$ cat src/design/sfr_pkg.sv
// Package for the sequencer and result FIFO control register bank.
// Assumes a single clock domain; offsets are byte addresses on the register bus.
package sfr_pkg;

   ////////////////////////////////////////////////////////////////////////////
   // Register byte offsets
   localparam logic [15:0] OFF_SEQ_CONFIG    = 16'h2004;
   localparam logic [15:0] OFF_FIFO_CONFIG   = 16'h2008;
   localparam logic [15:0] OFF_CHECKSUM      = 16'h2060;
   localparam logic [15:0] OFF_TIMEOUT       = 16'h2068;
   localparam logic [15:0] OFF_RESULT_PORT   = 16'h206C;
   localparam logic [15:0] OFF_COMMAND_PORT  = 16'h2070;
   localparam logic [15:0] OFF_SLEEP_LOCK    = 16'h2118;
   localparam logic [15:0] OFF_SLEEP_TRIG    = 16'h211C;
   localparam logic [15:0] OFF_IRQ_STATUS    = 16'h2300;
   localparam logic [15:0] OFF_IRQ_MASK      = 16'h2304;

   ////////////////////////////////////////////////////////////////////////////
   // Field positions, reset values, CRC polynomial and sleep password
   localparam int          SRC_LSB           = 13;
   localparam int          FIFO_EN_BIT       = 11;
   localparam int          HALT_BIT          = 1;
   localparam logic [15:0] FIFO_CONFIG_RESET = 16'h1010;
   localparam logic [1:0]  SEQ_CONFIG_RESET  = 2'h2;
   localparam logic [7:0]  CHECKSUM_RESET    = 8'h01;
   localparam logic [7:0]  CRC_POLY          = 8'h07;
   localparam logic [19:0] SLEEP_PASSWORD    = 20'hA47E5;

   ////////////////////////////////////////////////////////////////////////////
   // Result source codes
   localparam logic [2:0]  SRC_DFT           = 3'h2;
   localparam logic [2:0]  SRC_SINC2         = 3'h3;
   localparam logic [2:0]  SRC_VARIANCE      = 3'h4;
   localparam logic [2:0]  SRC_MEAN          = 3'h5;

   ////////////////////////////////////////////////////////////////////////////
   // Grouped signals
   typedef struct packed {
      logic [17:0] re;
      logic [17:0] im;
   } sfr_dft_t;

   typedef struct packed {
      logic slept;
      logic halted;
      logic res_drop;
      logic cmd_drop;
   } sfr_irq_t;

endpackage

$ cat src/design/sfr_regs.sv
// Register bank for the command sequencer and the result FIFO.
// Assumes an Avalon-MM master on the same clock and a sequencer core beside it.
//
// Chosen here: the Avalon-MM register port.
`timescale 1ns/1ps
`default_nettype none

module sfr_regs #(
   parameter int RES_DEPTH = 16,
   parameter int CMD_DEPTH = 16
) (
   // Clock and reset
   input  wire logic             clock,
   input  wire logic             resetn,
   // Avalon-MM slave
   input  wire logic [15:0]      avs_address,
   input  wire logic             avs_read,
   input  wire logic             avs_write,
   input  wire logic [31:0]      avs_writedata,
   input  wire logic [3:0]       avs_byteenable,
   output logic      [31:0]      avs_readdata,
   output logic                  avs_waitrequest,
   // Processing results
   input  wire logic             sinc3_valid,
   input  wire logic [15:0]      sinc3_data,
   input  wire logic             dft_valid,
   input  wire sfr_pkg::sfr_dft_t dft_data,
   input  wire logic             sinc2_valid,
   input  wire logic [15:0]      sinc2_data,
   input  wire logic             variance_valid,
   input  wire logic [29:0]      variance_data,
   input  wire logic             mean_valid,
   input  wire logic [15:0]      mean_data,
   // Sequencer side
   input  wire logic             cmd_pop,
   output logic                  cmd_valid,
   output logic      [31:0]      cmd_data,
   output logic                  cmd_empty,
   output logic                  seq_halted,
   input  wire logic             cmd_executed,
   input  wire logic [31:0]      cmd_executed_word,
   input  wire logic [29:0]      seq_timeout_count,
   input  wire logic             seq_end,
   output logic                  sleep_enter,
   // Interrupt
   output logic                  irq
);

   localparam int RAW = $clog2(RES_DEPTH);
   localparam int CAW = $clog2(CMD_DEPTH);

   ////////////////////////////////////////////////////////////////////////////
   // CRC-8 over one 32-bit command, MSB first
   function automatic logic [7:0] crc8_word(input logic [7:0] crc_in, input logic [31:0] d);
      logic [7:0] c;
      logic       fb;
      c = crc_in;
      for (int i = 31; i >= 0; i--)
      begin
         fb = c[7] ^ d[i];
         c = {c[6:0], 1'b0} ^ (fb ? sfr_pkg::CRC_POLY : 8'h00);
      end
      return c;
   endfunction

   // Byte-enable merge of a write into an old value
   function automatic logic [31:0] merge(input logic [31:0] old, input logic [31:0] wd, input logic [3:0] be);
      logic [31:0] m;
      m = {{8{be[3]}}, {8{be[2]}}, {8{be[1]}}, {8{be[0]}}};
      return (old & ~m) | (wd & m);
   endfunction

   ////////////////////////////////////////////////////////////////////////////
   // Bus handshake: one wait cycle, then accept
   logic        done;
   logic        rd_had;
   logic [15:0] fifo_config;
   logic [1:0]  seq_config;
   logic [7:0]  checksum;
   logic [29:0] timeout_q;
   logic [19:0] sleep_lock;
   logic        sleep_trig;
   logic [3:0]  irq_status;
   logic [3:0]  irq_mask;
   logic [31:0] res_mem [RES_DEPTH];
   logic [31:0] cmd_mem [CMD_DEPTH];
   logic [RAW-1:0] res_wr;
   logic [RAW-1:0] res_rd;
   logic [RAW:0]   res_count;
   logic [CAW-1:0] cmd_wr;
   logic [CAW-1:0] cmd_rd;
   logic [CAW:0]   cmd_count;
   logic        pend;
   logic [31:0] pend_word;

   wire req     = avs_read | avs_write;
   wire acc_rd  = avs_read & done;
   wire acc_wr  = avs_write & done;
   wire first_rd = avs_read & ~done;
   assign avs_waitrequest = req & ~done;

   // Address decode
   wire sel_fcfg  = avs_address == sfr_pkg::OFF_FIFO_CONFIG;
   wire sel_scfg  = avs_address == sfr_pkg::OFF_SEQ_CONFIG;
   wire sel_res   = avs_address == sfr_pkg::OFF_RESULT_PORT;
   wire sel_cmd   = avs_address == sfr_pkg::OFF_COMMAND_PORT;
   wire sel_lock  = avs_address == sfr_pkg::OFF_SLEEP_LOCK;
   wire sel_trig  = avs_address == sfr_pkg::OFF_SLEEP_TRIG;
   wire sel_stat  = avs_address == sfr_pkg::OFF_IRQ_STATUS;
   wire sel_mask  = avs_address == sfr_pkg::OFF_IRQ_MASK;

   // Control decode
   wire [2:0] src      = fifo_config[sfr_pkg::SRC_LSB +: 3];
   wire       fifo_en  = fifo_config[sfr_pkg::FIFO_EN_BIT];
   wire       halt_bit = seq_config[sfr_pkg::HALT_BIT];
   wire       unlocked = sleep_lock == sfr_pkg::SLEEP_PASSWORD;
   wire       res_empty = res_count == '0;
   wire       res_full  = res_count == (RAW+1)'(RES_DEPTH);
   wire       cmd_full  = cmd_count == (CAW+1)'(CMD_DEPTH);
   assign cmd_empty = cmd_count == '0;

   ////////////////////////////////////////////////////////////////////////////
   // Result source selection
   logic        in_valid;
   logic        in_two;
   logic [31:0] in_word;
   logic [31:0] in_second;
   always_comb
   begin
      in_valid  = 1'b0;
      in_two    = 1'b0;
      in_word   = 32'h0000_0000;
      in_second = 32'h0000_0000;
      case (src)
         sfr_pkg::SRC_DFT:
         begin
            in_valid  = dft_valid;
            in_two    = 1'b1;
            in_word   = {{14{dft_data.re[17]}}, dft_data.re};
            in_second = {{14{dft_data.im[17]}}, dft_data.im};
         end
         sfr_pkg::SRC_SINC2:
         begin
            in_valid = sinc2_valid;
            in_word  = {16'h0000, sinc2_data};
         end
         sfr_pkg::SRC_VARIANCE:
         begin
            in_valid  = variance_valid;
            in_two    = 1'b1;
            in_word   = {16'h0000, variance_data[15:0]};
            in_second = {18'h00000, variance_data[29:16]};
         end
         sfr_pkg::SRC_MEAN:
         begin
            in_valid = mean_valid;
            in_word  = {16'h0000, mean_data};
         end
         default:
         begin
            in_valid = sinc3_valid;
            in_word  = {16'h0000, sinc3_data};
         end
      endcase
   end

   // Push and pop terms; second word of a pair goes out the cycle after
   wire [31:0] push_word = pend ? pend_word : in_word;
   wire        push_req  = pend | in_valid;
   wire        res_push  = fifo_en & push_req & ~res_full;
   wire        res_pop   = fifo_en & acc_rd & sel_res & rd_had;
   wire        res_lost  = fifo_en & ((pend & in_valid) | (push_req & res_full));
   wire        cmd_push  = acc_wr & sel_cmd & ~cmd_full;
   wire        cmd_drop  = acc_wr & sel_cmd & cmd_full;
   wire        cmd_take  = cmd_pop & ~cmd_empty;
   wire        underflow = cmd_pop & cmd_empty & halt_bit;

   ////////////////////////////////////////////////////////////////////////////
   // Bus handshake and read capture
   always_ff @(posedge clock or negedge resetn)
   begin
      if (!resetn)
      begin
         done   <= 1'b0;
         rd_had <= 1'b0;
      end
      else
      begin
         done <= req & ~done;
         if (first_rd)
            rd_had <= sel_res & ~res_empty;
      end
   end

   // Read multiplexer
   logic [31:0] next_readdata;
   always_comb
   begin
      next_readdata = 32'h0000_0000;
      if (sel_fcfg)
         next_readdata = {16'h0000, fifo_config};
      else if (sel_scfg)
         next_readdata = {30'h0000_0000, seq_config};
      else if (avs_address == sfr_pkg::OFF_CHECKSUM)
         next_readdata = {24'h000000, checksum};
      else if (avs_address == sfr_pkg::OFF_TIMEOUT)
         next_readdata = {2'h0, timeout_q};
      else if (sel_res)
         next_readdata = res_empty ? 32'h0000_0000 : res_mem[res_rd];
      else if (sel_lock)
         next_readdata = {12'h000, sleep_lock};
      else if (sel_trig)
         next_readdata = {31'h0000_0000, sleep_trig};
      else if (sel_stat)
         next_readdata = {28'h0000000, irq_status};
      else if (sel_mask)
         next_readdata = {28'h0000000, irq_mask};
   end

   always_ff @(posedge clock or negedge resetn)
   begin
      if (!resetn)
         avs_readdata <= 32'h0000_0000;
      else if (first_rd)
         avs_readdata <= next_readdata;
   end

   ////////////////////////////////////////////////////////////////////////////
   // Software control registers
   always_ff @(posedge clock or negedge resetn)
   begin
      if (!resetn)
      begin
         fifo_config <= sfr_pkg::FIFO_CONFIG_RESET;
         seq_config  <= sfr_pkg::SEQ_CONFIG_RESET;
         sleep_lock  <= 20'h00000;
         sleep_trig  <= 1'b0;
         irq_mask    <= 4'h0;
      end
      else if (acc_wr)
      begin
         if (sel_fcfg)
            fifo_config <= 16'(merge({16'h0000, fifo_config}, avs_writedata, avs_byteenable));
         if (sel_scfg)
            seq_config <= 2'(merge({30'h0000_0000, seq_config}, avs_writedata, avs_byteenable));
         if (sel_lock)
            sleep_lock <= 20'(merge({12'h000, sleep_lock}, avs_writedata, avs_byteenable));
         if (sel_trig && unlocked && avs_byteenable[0])
            sleep_trig <= avs_writedata[0];
         if (sel_mask)
            irq_mask <= 4'(merge({28'h0000000, irq_mask}, avs_writedata, avs_byteenable));
      end
   end

   ////////////////////////////////////////////////////////////////////////////
   // Result FIFO storage
   always_ff @(posedge clock)
   begin
      if (res_push)
         res_mem[res_wr] <= push_word;
   end

   // Result FIFO pointers, held empty while disabled
   always_ff @(posedge clock or negedge resetn)
   begin
      if (!resetn)
      begin
         res_wr    <= '0;
         res_rd    <= '0;
         res_count <= '0;
         pend      <= 1'b0;
         pend_word <= 32'h0000_0000;
      end
      else if (!fifo_en)
      begin
         res_wr    <= '0;
         res_rd    <= '0;
         res_count <= '0;
         pend      <= 1'b0;
      end
      else
      begin
         if (res_push)
            res_wr <= res_wr + 1'b1;
         if (res_pop)
            res_rd <= res_rd + 1'b1;
         res_count <= res_count + (RAW+1)'(res_push) - (RAW+1)'(res_pop);
         pend      <= ~pend & in_valid & in_two & res_push;
         if (~pend & in_valid & in_two)
            pend_word <= in_second;
      end
   end

   ////////////////////////////////////////////////////////////////////////////
   // Command FIFO storage and sequencer read port
   always_ff @(posedge clock)
   begin
      if (cmd_push)
         cmd_mem[cmd_wr] <= avs_writedata;
   end

   always_ff @(posedge clock or negedge resetn)
   begin
      if (!resetn)
      begin
         cmd_wr    <= '0;
         cmd_rd    <= '0;
         cmd_count <= '0;
         cmd_valid <= 1'b0;
         cmd_data  <= 32'h0000_0000;
      end
      else
      begin
         if (cmd_push)
            cmd_wr <= cmd_wr + 1'b1;
         if (cmd_take)
         begin
            cmd_rd   <= cmd_rd + 1'b1;
            cmd_data <= cmd_mem[cmd_rd];
         end
         cmd_valid <= cmd_take;
         cmd_count <= cmd_count + (CAW+1)'(cmd_push) - (CAW+1)'(cmd_take);
      end
   end

   ////////////////////////////////////////////////////////////////////////////
   // Sequencer status: checksum, timeout, halt, sleep
   always_ff @(posedge clock or negedge resetn)
   begin
      if (!resetn)
      begin
         checksum    <= sfr_pkg::CHECKSUM_RESET;
         timeout_q   <= 30'h0000_0000;
         seq_halted  <= 1'b0;
         sleep_enter <= 1'b0;
      end
      else
      begin
         if (cmd_executed)
            checksum <= crc8_word(checksum, cmd_executed_word);
         timeout_q <= seq_timeout_count;
         if (underflow)
            seq_halted <= 1'b1;
         else if (cmd_push || !halt_bit)
            seq_halted <= 1'b0;
         sleep_enter <= seq_end & sleep_trig;
      end
   end

   ////////////////////////////////////////////////////////////////////////////
   // Interrupt status: set wins over write-one-to-clear
   sfr_pkg::sfr_irq_t events;
   assign events = '{slept: seq_end & sleep_trig, halted: underflow, res_drop: res_lost, cmd_drop: cmd_drop};
   wire [3:0] w1c = (acc_wr && sel_stat) ? (avs_writedata[3:0] & {4{avs_byteenable[0]}}) : 4'h0;

   always_ff @(posedge clock or negedge resetn)
   begin
      if (!resetn)
         irq_status <= 4'h0;
      else
         irq_status <= (irq_status & ~w1c) | events;
   end

   assign irq = |(irq_status & irq_mask);
endmodule

`default_nettype wire

$ cat config.mk
export PLATFORM = sky130hd
export DESIGN_NAME = sfr_regs
export DESIGN_NICKNAME = d
export VERILOG_FILES = /design/src/design/sfr_pkg.sv /design/src/design/sfr_regs.sv
export SDC_FILE = /design/constraint.sdc
export NUM_CORES = 1
export LEC_CHECK = 0
export BUFFER_PORTS_ARGS = -buffer_cell sky130_fd_sc_hd__buf_2
export CORE_ASPECT_RATIO = 1.2
export CORE_MARGIN = 2
export CORE_UTILIZATION = 50
export CTS_BUF_LIST = sky130_fd_sc_hd__clkbuf_16
export CTS_CLUSTER_SIZE = 14
export DETAILED_ROUTE_END_ITERATION = 16
export GPL_TIMING_DRIVEN = 0
export PLACE_DENSITY = 0.75
export SLEW_MARGIN = 20
export SYNTH_ARGS = -nofsm -noshare
export SYNTH_HDL_FRONTEND = slang
export SYNTH_SLANG_ARGS = --single-unit
$ cat constraint.sdc
create_clock -name clock -period 7.8 [get_ports clock]
set_input_delay 1.17 -clock clock [delete_from_list [all_inputs] [get_ports clock]]
set_output_delay 1.17 -clock clock [all_outputs]
set_load 0.005 [all_outputs]
==> results.md <==
- The total area inside the core boundary comes to 80,400 um2.
- The via count of the first global-routing pass came to 24,108.
- The worst clock skew is 0.0210 ns.
- The power density over cell area is 323 nW/um2.
- The final period demand of the worst path is 4.55 ns.
- The worst setup path is captured at a flop.
- The worst-case register-to-register setup slack is 3.25 ns.
- The final antenna-violating net count is 0.
- The tree is rooted in a sky130_fd_sc_hd__clkbuf_16.
- Entering global routing, the biggest net connects 79 pins.
- Across every metal layer, demand over resource in global routing totals 25.5%.
- The count of boundary I/O pins is 310.
- The startpoint of the lowest-slack register-to-register path is cmd_count[2].
- The worst stage delay on the critical path is 0.57 ns.
- After detailed placement, the design holds a cell count of 3,641.
- The run finished with clean final reports.
- Setup violations remaining at the end of the flow were counted as 0.
- The post-cts gate resize count is 0.
- The startpoint-to-endpoint class of the critical path is reg -> reg.
- The logic depth of the worst setup path including buffers is 15.
- For the pin with the worst max-slew slack, the measured transition is 1.08 ns.
- The clock transition at the registers of the reported paths is 0.06 ns.
- The number of pins exceeding their max-slew limit in the final report is 0.
- In this run the horizontal extent of the chip is 264 um.
- The worst-path cell with the longest stage delay is sky130_fd_sc_hd__nor4b_1.
- Excluding fillers, the count of instances in the completed layout stands at 3,830.
- The first element of the critical path is cmd_count[2].
- The share of final-layout standard cells stronger than drive strength 1 is 30.4%.
- The wire length of the first global-routing pass is 156,000 um.
- Along the worst path, the maximum fanout reaches 11.
- The kind of cell with the highest combined delay along the critical path is buffers and inverters.
- The sequential-to-total area share from yosys stat is 71.6%.
- In the layout the commonest cells are 800 x sky130_fd_sc_hd__edfxtp_1, 313 x sky130_fd_sc_hd__buf_2, 226 x sky130_fd_sc_hd__mux4_2.
- The maximum number of buffers from clock root to sink is 3.
- The die footprint is 83,300 um2.
- The fraction of the cycle the final worst path needs is 58.4%.
- Synthesis produced 2,234 cells.
- Measured in cells, the most critical reg-to-reg path has a length of 15.
- Counting flops and latches in the post-synthesis netlist gives 998.
- The number of warning messages in the yosys log is 0.
- The number of buffers and inverters on the critical path is 5.
- In this design, the critical path's most frequently occurring cell is sky130_fd_sc_hd__ha_1.
- TritonCTS built the clock tree.
- The cell leakage power is 16.7 nW.
- At the end of the flow, the number of nets in the layout was 2,961.
- The async set-or-reset flop fraction in the synthesized netlist is 19.8%.
- The final total negative setup slack is 0 ns.
- The count of port buffers added during placement is 308.
- The HPWL after detailed placement is 72,500 um.
- The mean number of vias per cell is 6.06.
- The final weighted congestion of routability-driven global placement is 0.937.
- The netlist area before placement is 40,500 um2.
- After detailed routing, the number of remaining DRC violations is 0.
- Summed over all layers, the routed wires come to 106,000 um.
- For this configuration, the core starts out at a cell density of 50.3%.
- The worst register-to-register path ends at cmd_count[4].
- The peak supply drop is 0.000592 V.
- Walking the worst path, the cells encountered are inv_1 -> ha_1 -> nor4b_1 -> nand2b_1 -> clkbuf_1 -> clkinv_1 -> clkbuf_1 -> ha_1 -> inv_1 -> ha_1 -> fa_1 -> a21oi_1 -> nor2_1 -> nor2_1 -> xnor2_1.
- In the synthesized netlist the dominant register cell turns out to be sky130_fd_sc_hd__edfxtp_1.
- The number of buffers added for setup after CTS is 0.
- The netlist uses 62 different library cells.
- The number of antenna violations at the first check in global routing is 13.
- The classification of the worst-slack hold path is in -> async.
- After the first detailed-routing iteration, the DRC count stood at 2,469.
- The net count of the mapped netlist is 2,498.
- Compared with the post-synthesis result, the final layout area differs by 17.5%.
- The total number of H-tree levels is 3.
- Leaving out fill and tap cells, the most frequent cell in the layout is sky130_fd_sc_hd__edfxtp_1.
- The remaining global-route overflow is 0.
- The critical path endpoint is cmd_count[4].
- The max-cap violation count is 0.
- The pre-antenna-repair detailed-routing pass consisted of 6 iterations.
- The clock insertion delay at the later pin of the skew report is 0.66 ns.
- The number of sinks handled by clock tree synthesis is 998.
- The detailed-route wire length per cell is 27.7 um.
- At the worst endpoint, the required time is 8.38 ns.
- Setup repair after global routing left no endpoint under its margin.
- The count of final hold-check violations was 0.
- The critical path startpoint category is a flop.
- The count of flip-flops with a built-in enable after synthesis is 800.
- The average size of a mapped cell is 18.1 um2.
- The routed layout has 23,210 vias.
- The vertical die dimension is 316 um.
- Measured against its own limit, the worst slew margin works out to 27.9%.
- The number of buffers inserted by hold repair at cts is 0.
- The row count is 114.
- Timing would allow up to 220 MHz.
- The number of buffers created by CTS is 96.
- The data arrival time of the critical path is 5.14 ns.
[state kept, by name, indices dropped and copies added, names as in the netlist, 4 cells and up, named ones only]
| name | count |
|---|---|
| res_wr | 4 |
| cmd_count | 5 |
| checksum | 8 |
| res_mem | 288 |
| cmd_wr | 4 |
| cmd_rd | 4 |
| pend_word | 18 |
| irq_status | 4 |
| res_count | 5 |
| cmd_mem | 512 |
| cmd_data | 32 |
| timeout_q | 30 |
| avs_readdata | 31 |
| res_rd | 4 |
[through the flow]
stage / worst slack (ns) / utilization (%) / area, um2 / hold WS [ns] / power (mW)
after floorplan: 2.10 / - / 40500 / 0.450 / 9.87
after global placement: -1.35 / 53.9 / 43300 / 0.454 / 10.9
after detailed placement: 2.37 / 55.3 / 44500 / 0.460 / 11.0
after CTS: 2.98 / 59.1 / 47500 / 0.426 / 15.5
after global routing: 2.86 / 59.1 / 47600 / 0.459 / 16.0
final: 3.25 / 59.1 / 47600 / 0.432 / 15.4
[power by group]
| group | switching (mW) | internal [mW] | total [mW] | leakage (nW) |
|---|---|---|---|---|
| clock | 2.00 | 2.51 | 4.51 | 1.61 |
| combinational | 2.10 | 2.68 | 4.78 | 5.46 |
| sequential | 0.130 | 5.94 | 6.07 | 9.67 |
[Yosys cell counts, types with 22 or more instances]
master,number,area [um2]
sky130_fd_sc_hd__clkbuf_1,94,353
sky130_fd_sc_hd__xnor2_1,49,429
sky130_fd_sc_hd__mux2i_1,38,380
sky130_fd_sc_hd__dfrtp_1,194,4850
sky130_fd_sc_hd__nand2_1,191,717
sky130_fd_sc_hd__edfxtp_1,800,24000
sky130_fd_sc_hd__nor2_1,81,304
sky130_fd_sc_hd__o21ai_0,73,365
sky130_fd_sc_hd__mux4_2,226,5090
sky130_fd_sc_hd__a22oi_1,41,308
sky130_fd_sc_hd__a21oi_1,89,445
sky130_fd_sc_hd__ha_1,22,275
sky130_fd_sc_hd__inv_1,25,93.8
sky130_fd_sc_hd__a221oi_1,32,280
sky130_fd_sc_hd__mux2_2,51,574
[how the worst min path moves through the flow]
stage	slack, ns	from	cells after the start	endpoint
after floorplan	0.45	pend_word[30]	2	pend_word[30]
after global placement	0.45	cmd_data[24]	2	cmd_data[24]
final	0.43	resetn	1	cmd_data[17]
after detailed placement	0.46	cmd_data[27]	2	cmd_data[27]
after global routing	0.46	resetn	1	cmd_data[17]
after CTS	0.43	resetn	1	cmd_data[16]
[routing by layer]
layer / GRT usage, % / share of wire, %
met3: 5.39 / 8.6
met2: 44.5 / 52
met4: 10.3 / 3.9
met5: 0 / 0.085
met1: 31.3 / 36
[cell families after synthesis]
family	count (synthesis)	synth area share, %
and+or+nand+nor	380	4.19
buffers and inverters	148	1.42
muxes	315	14.9
adders and majority gates	25	0.803
AOI/OAI and AO/OA	278	4.30
xor gates and xnor gates	90	2.79
DFF	998	71.6
[cell type report]
type,instances,area (um2)
flip-flops and latches,998,29000
plain buffers,122,479
repair buffers,365,2440
clock buffers,99,2480
diodes,7,17.5
clock inverters,81,581
inverters,26,97.6
well taps,1044,1310
fillers,5762,32900
multi-input cells,1088,11200
Note: power is estimated with default switching activity, not from simulation.
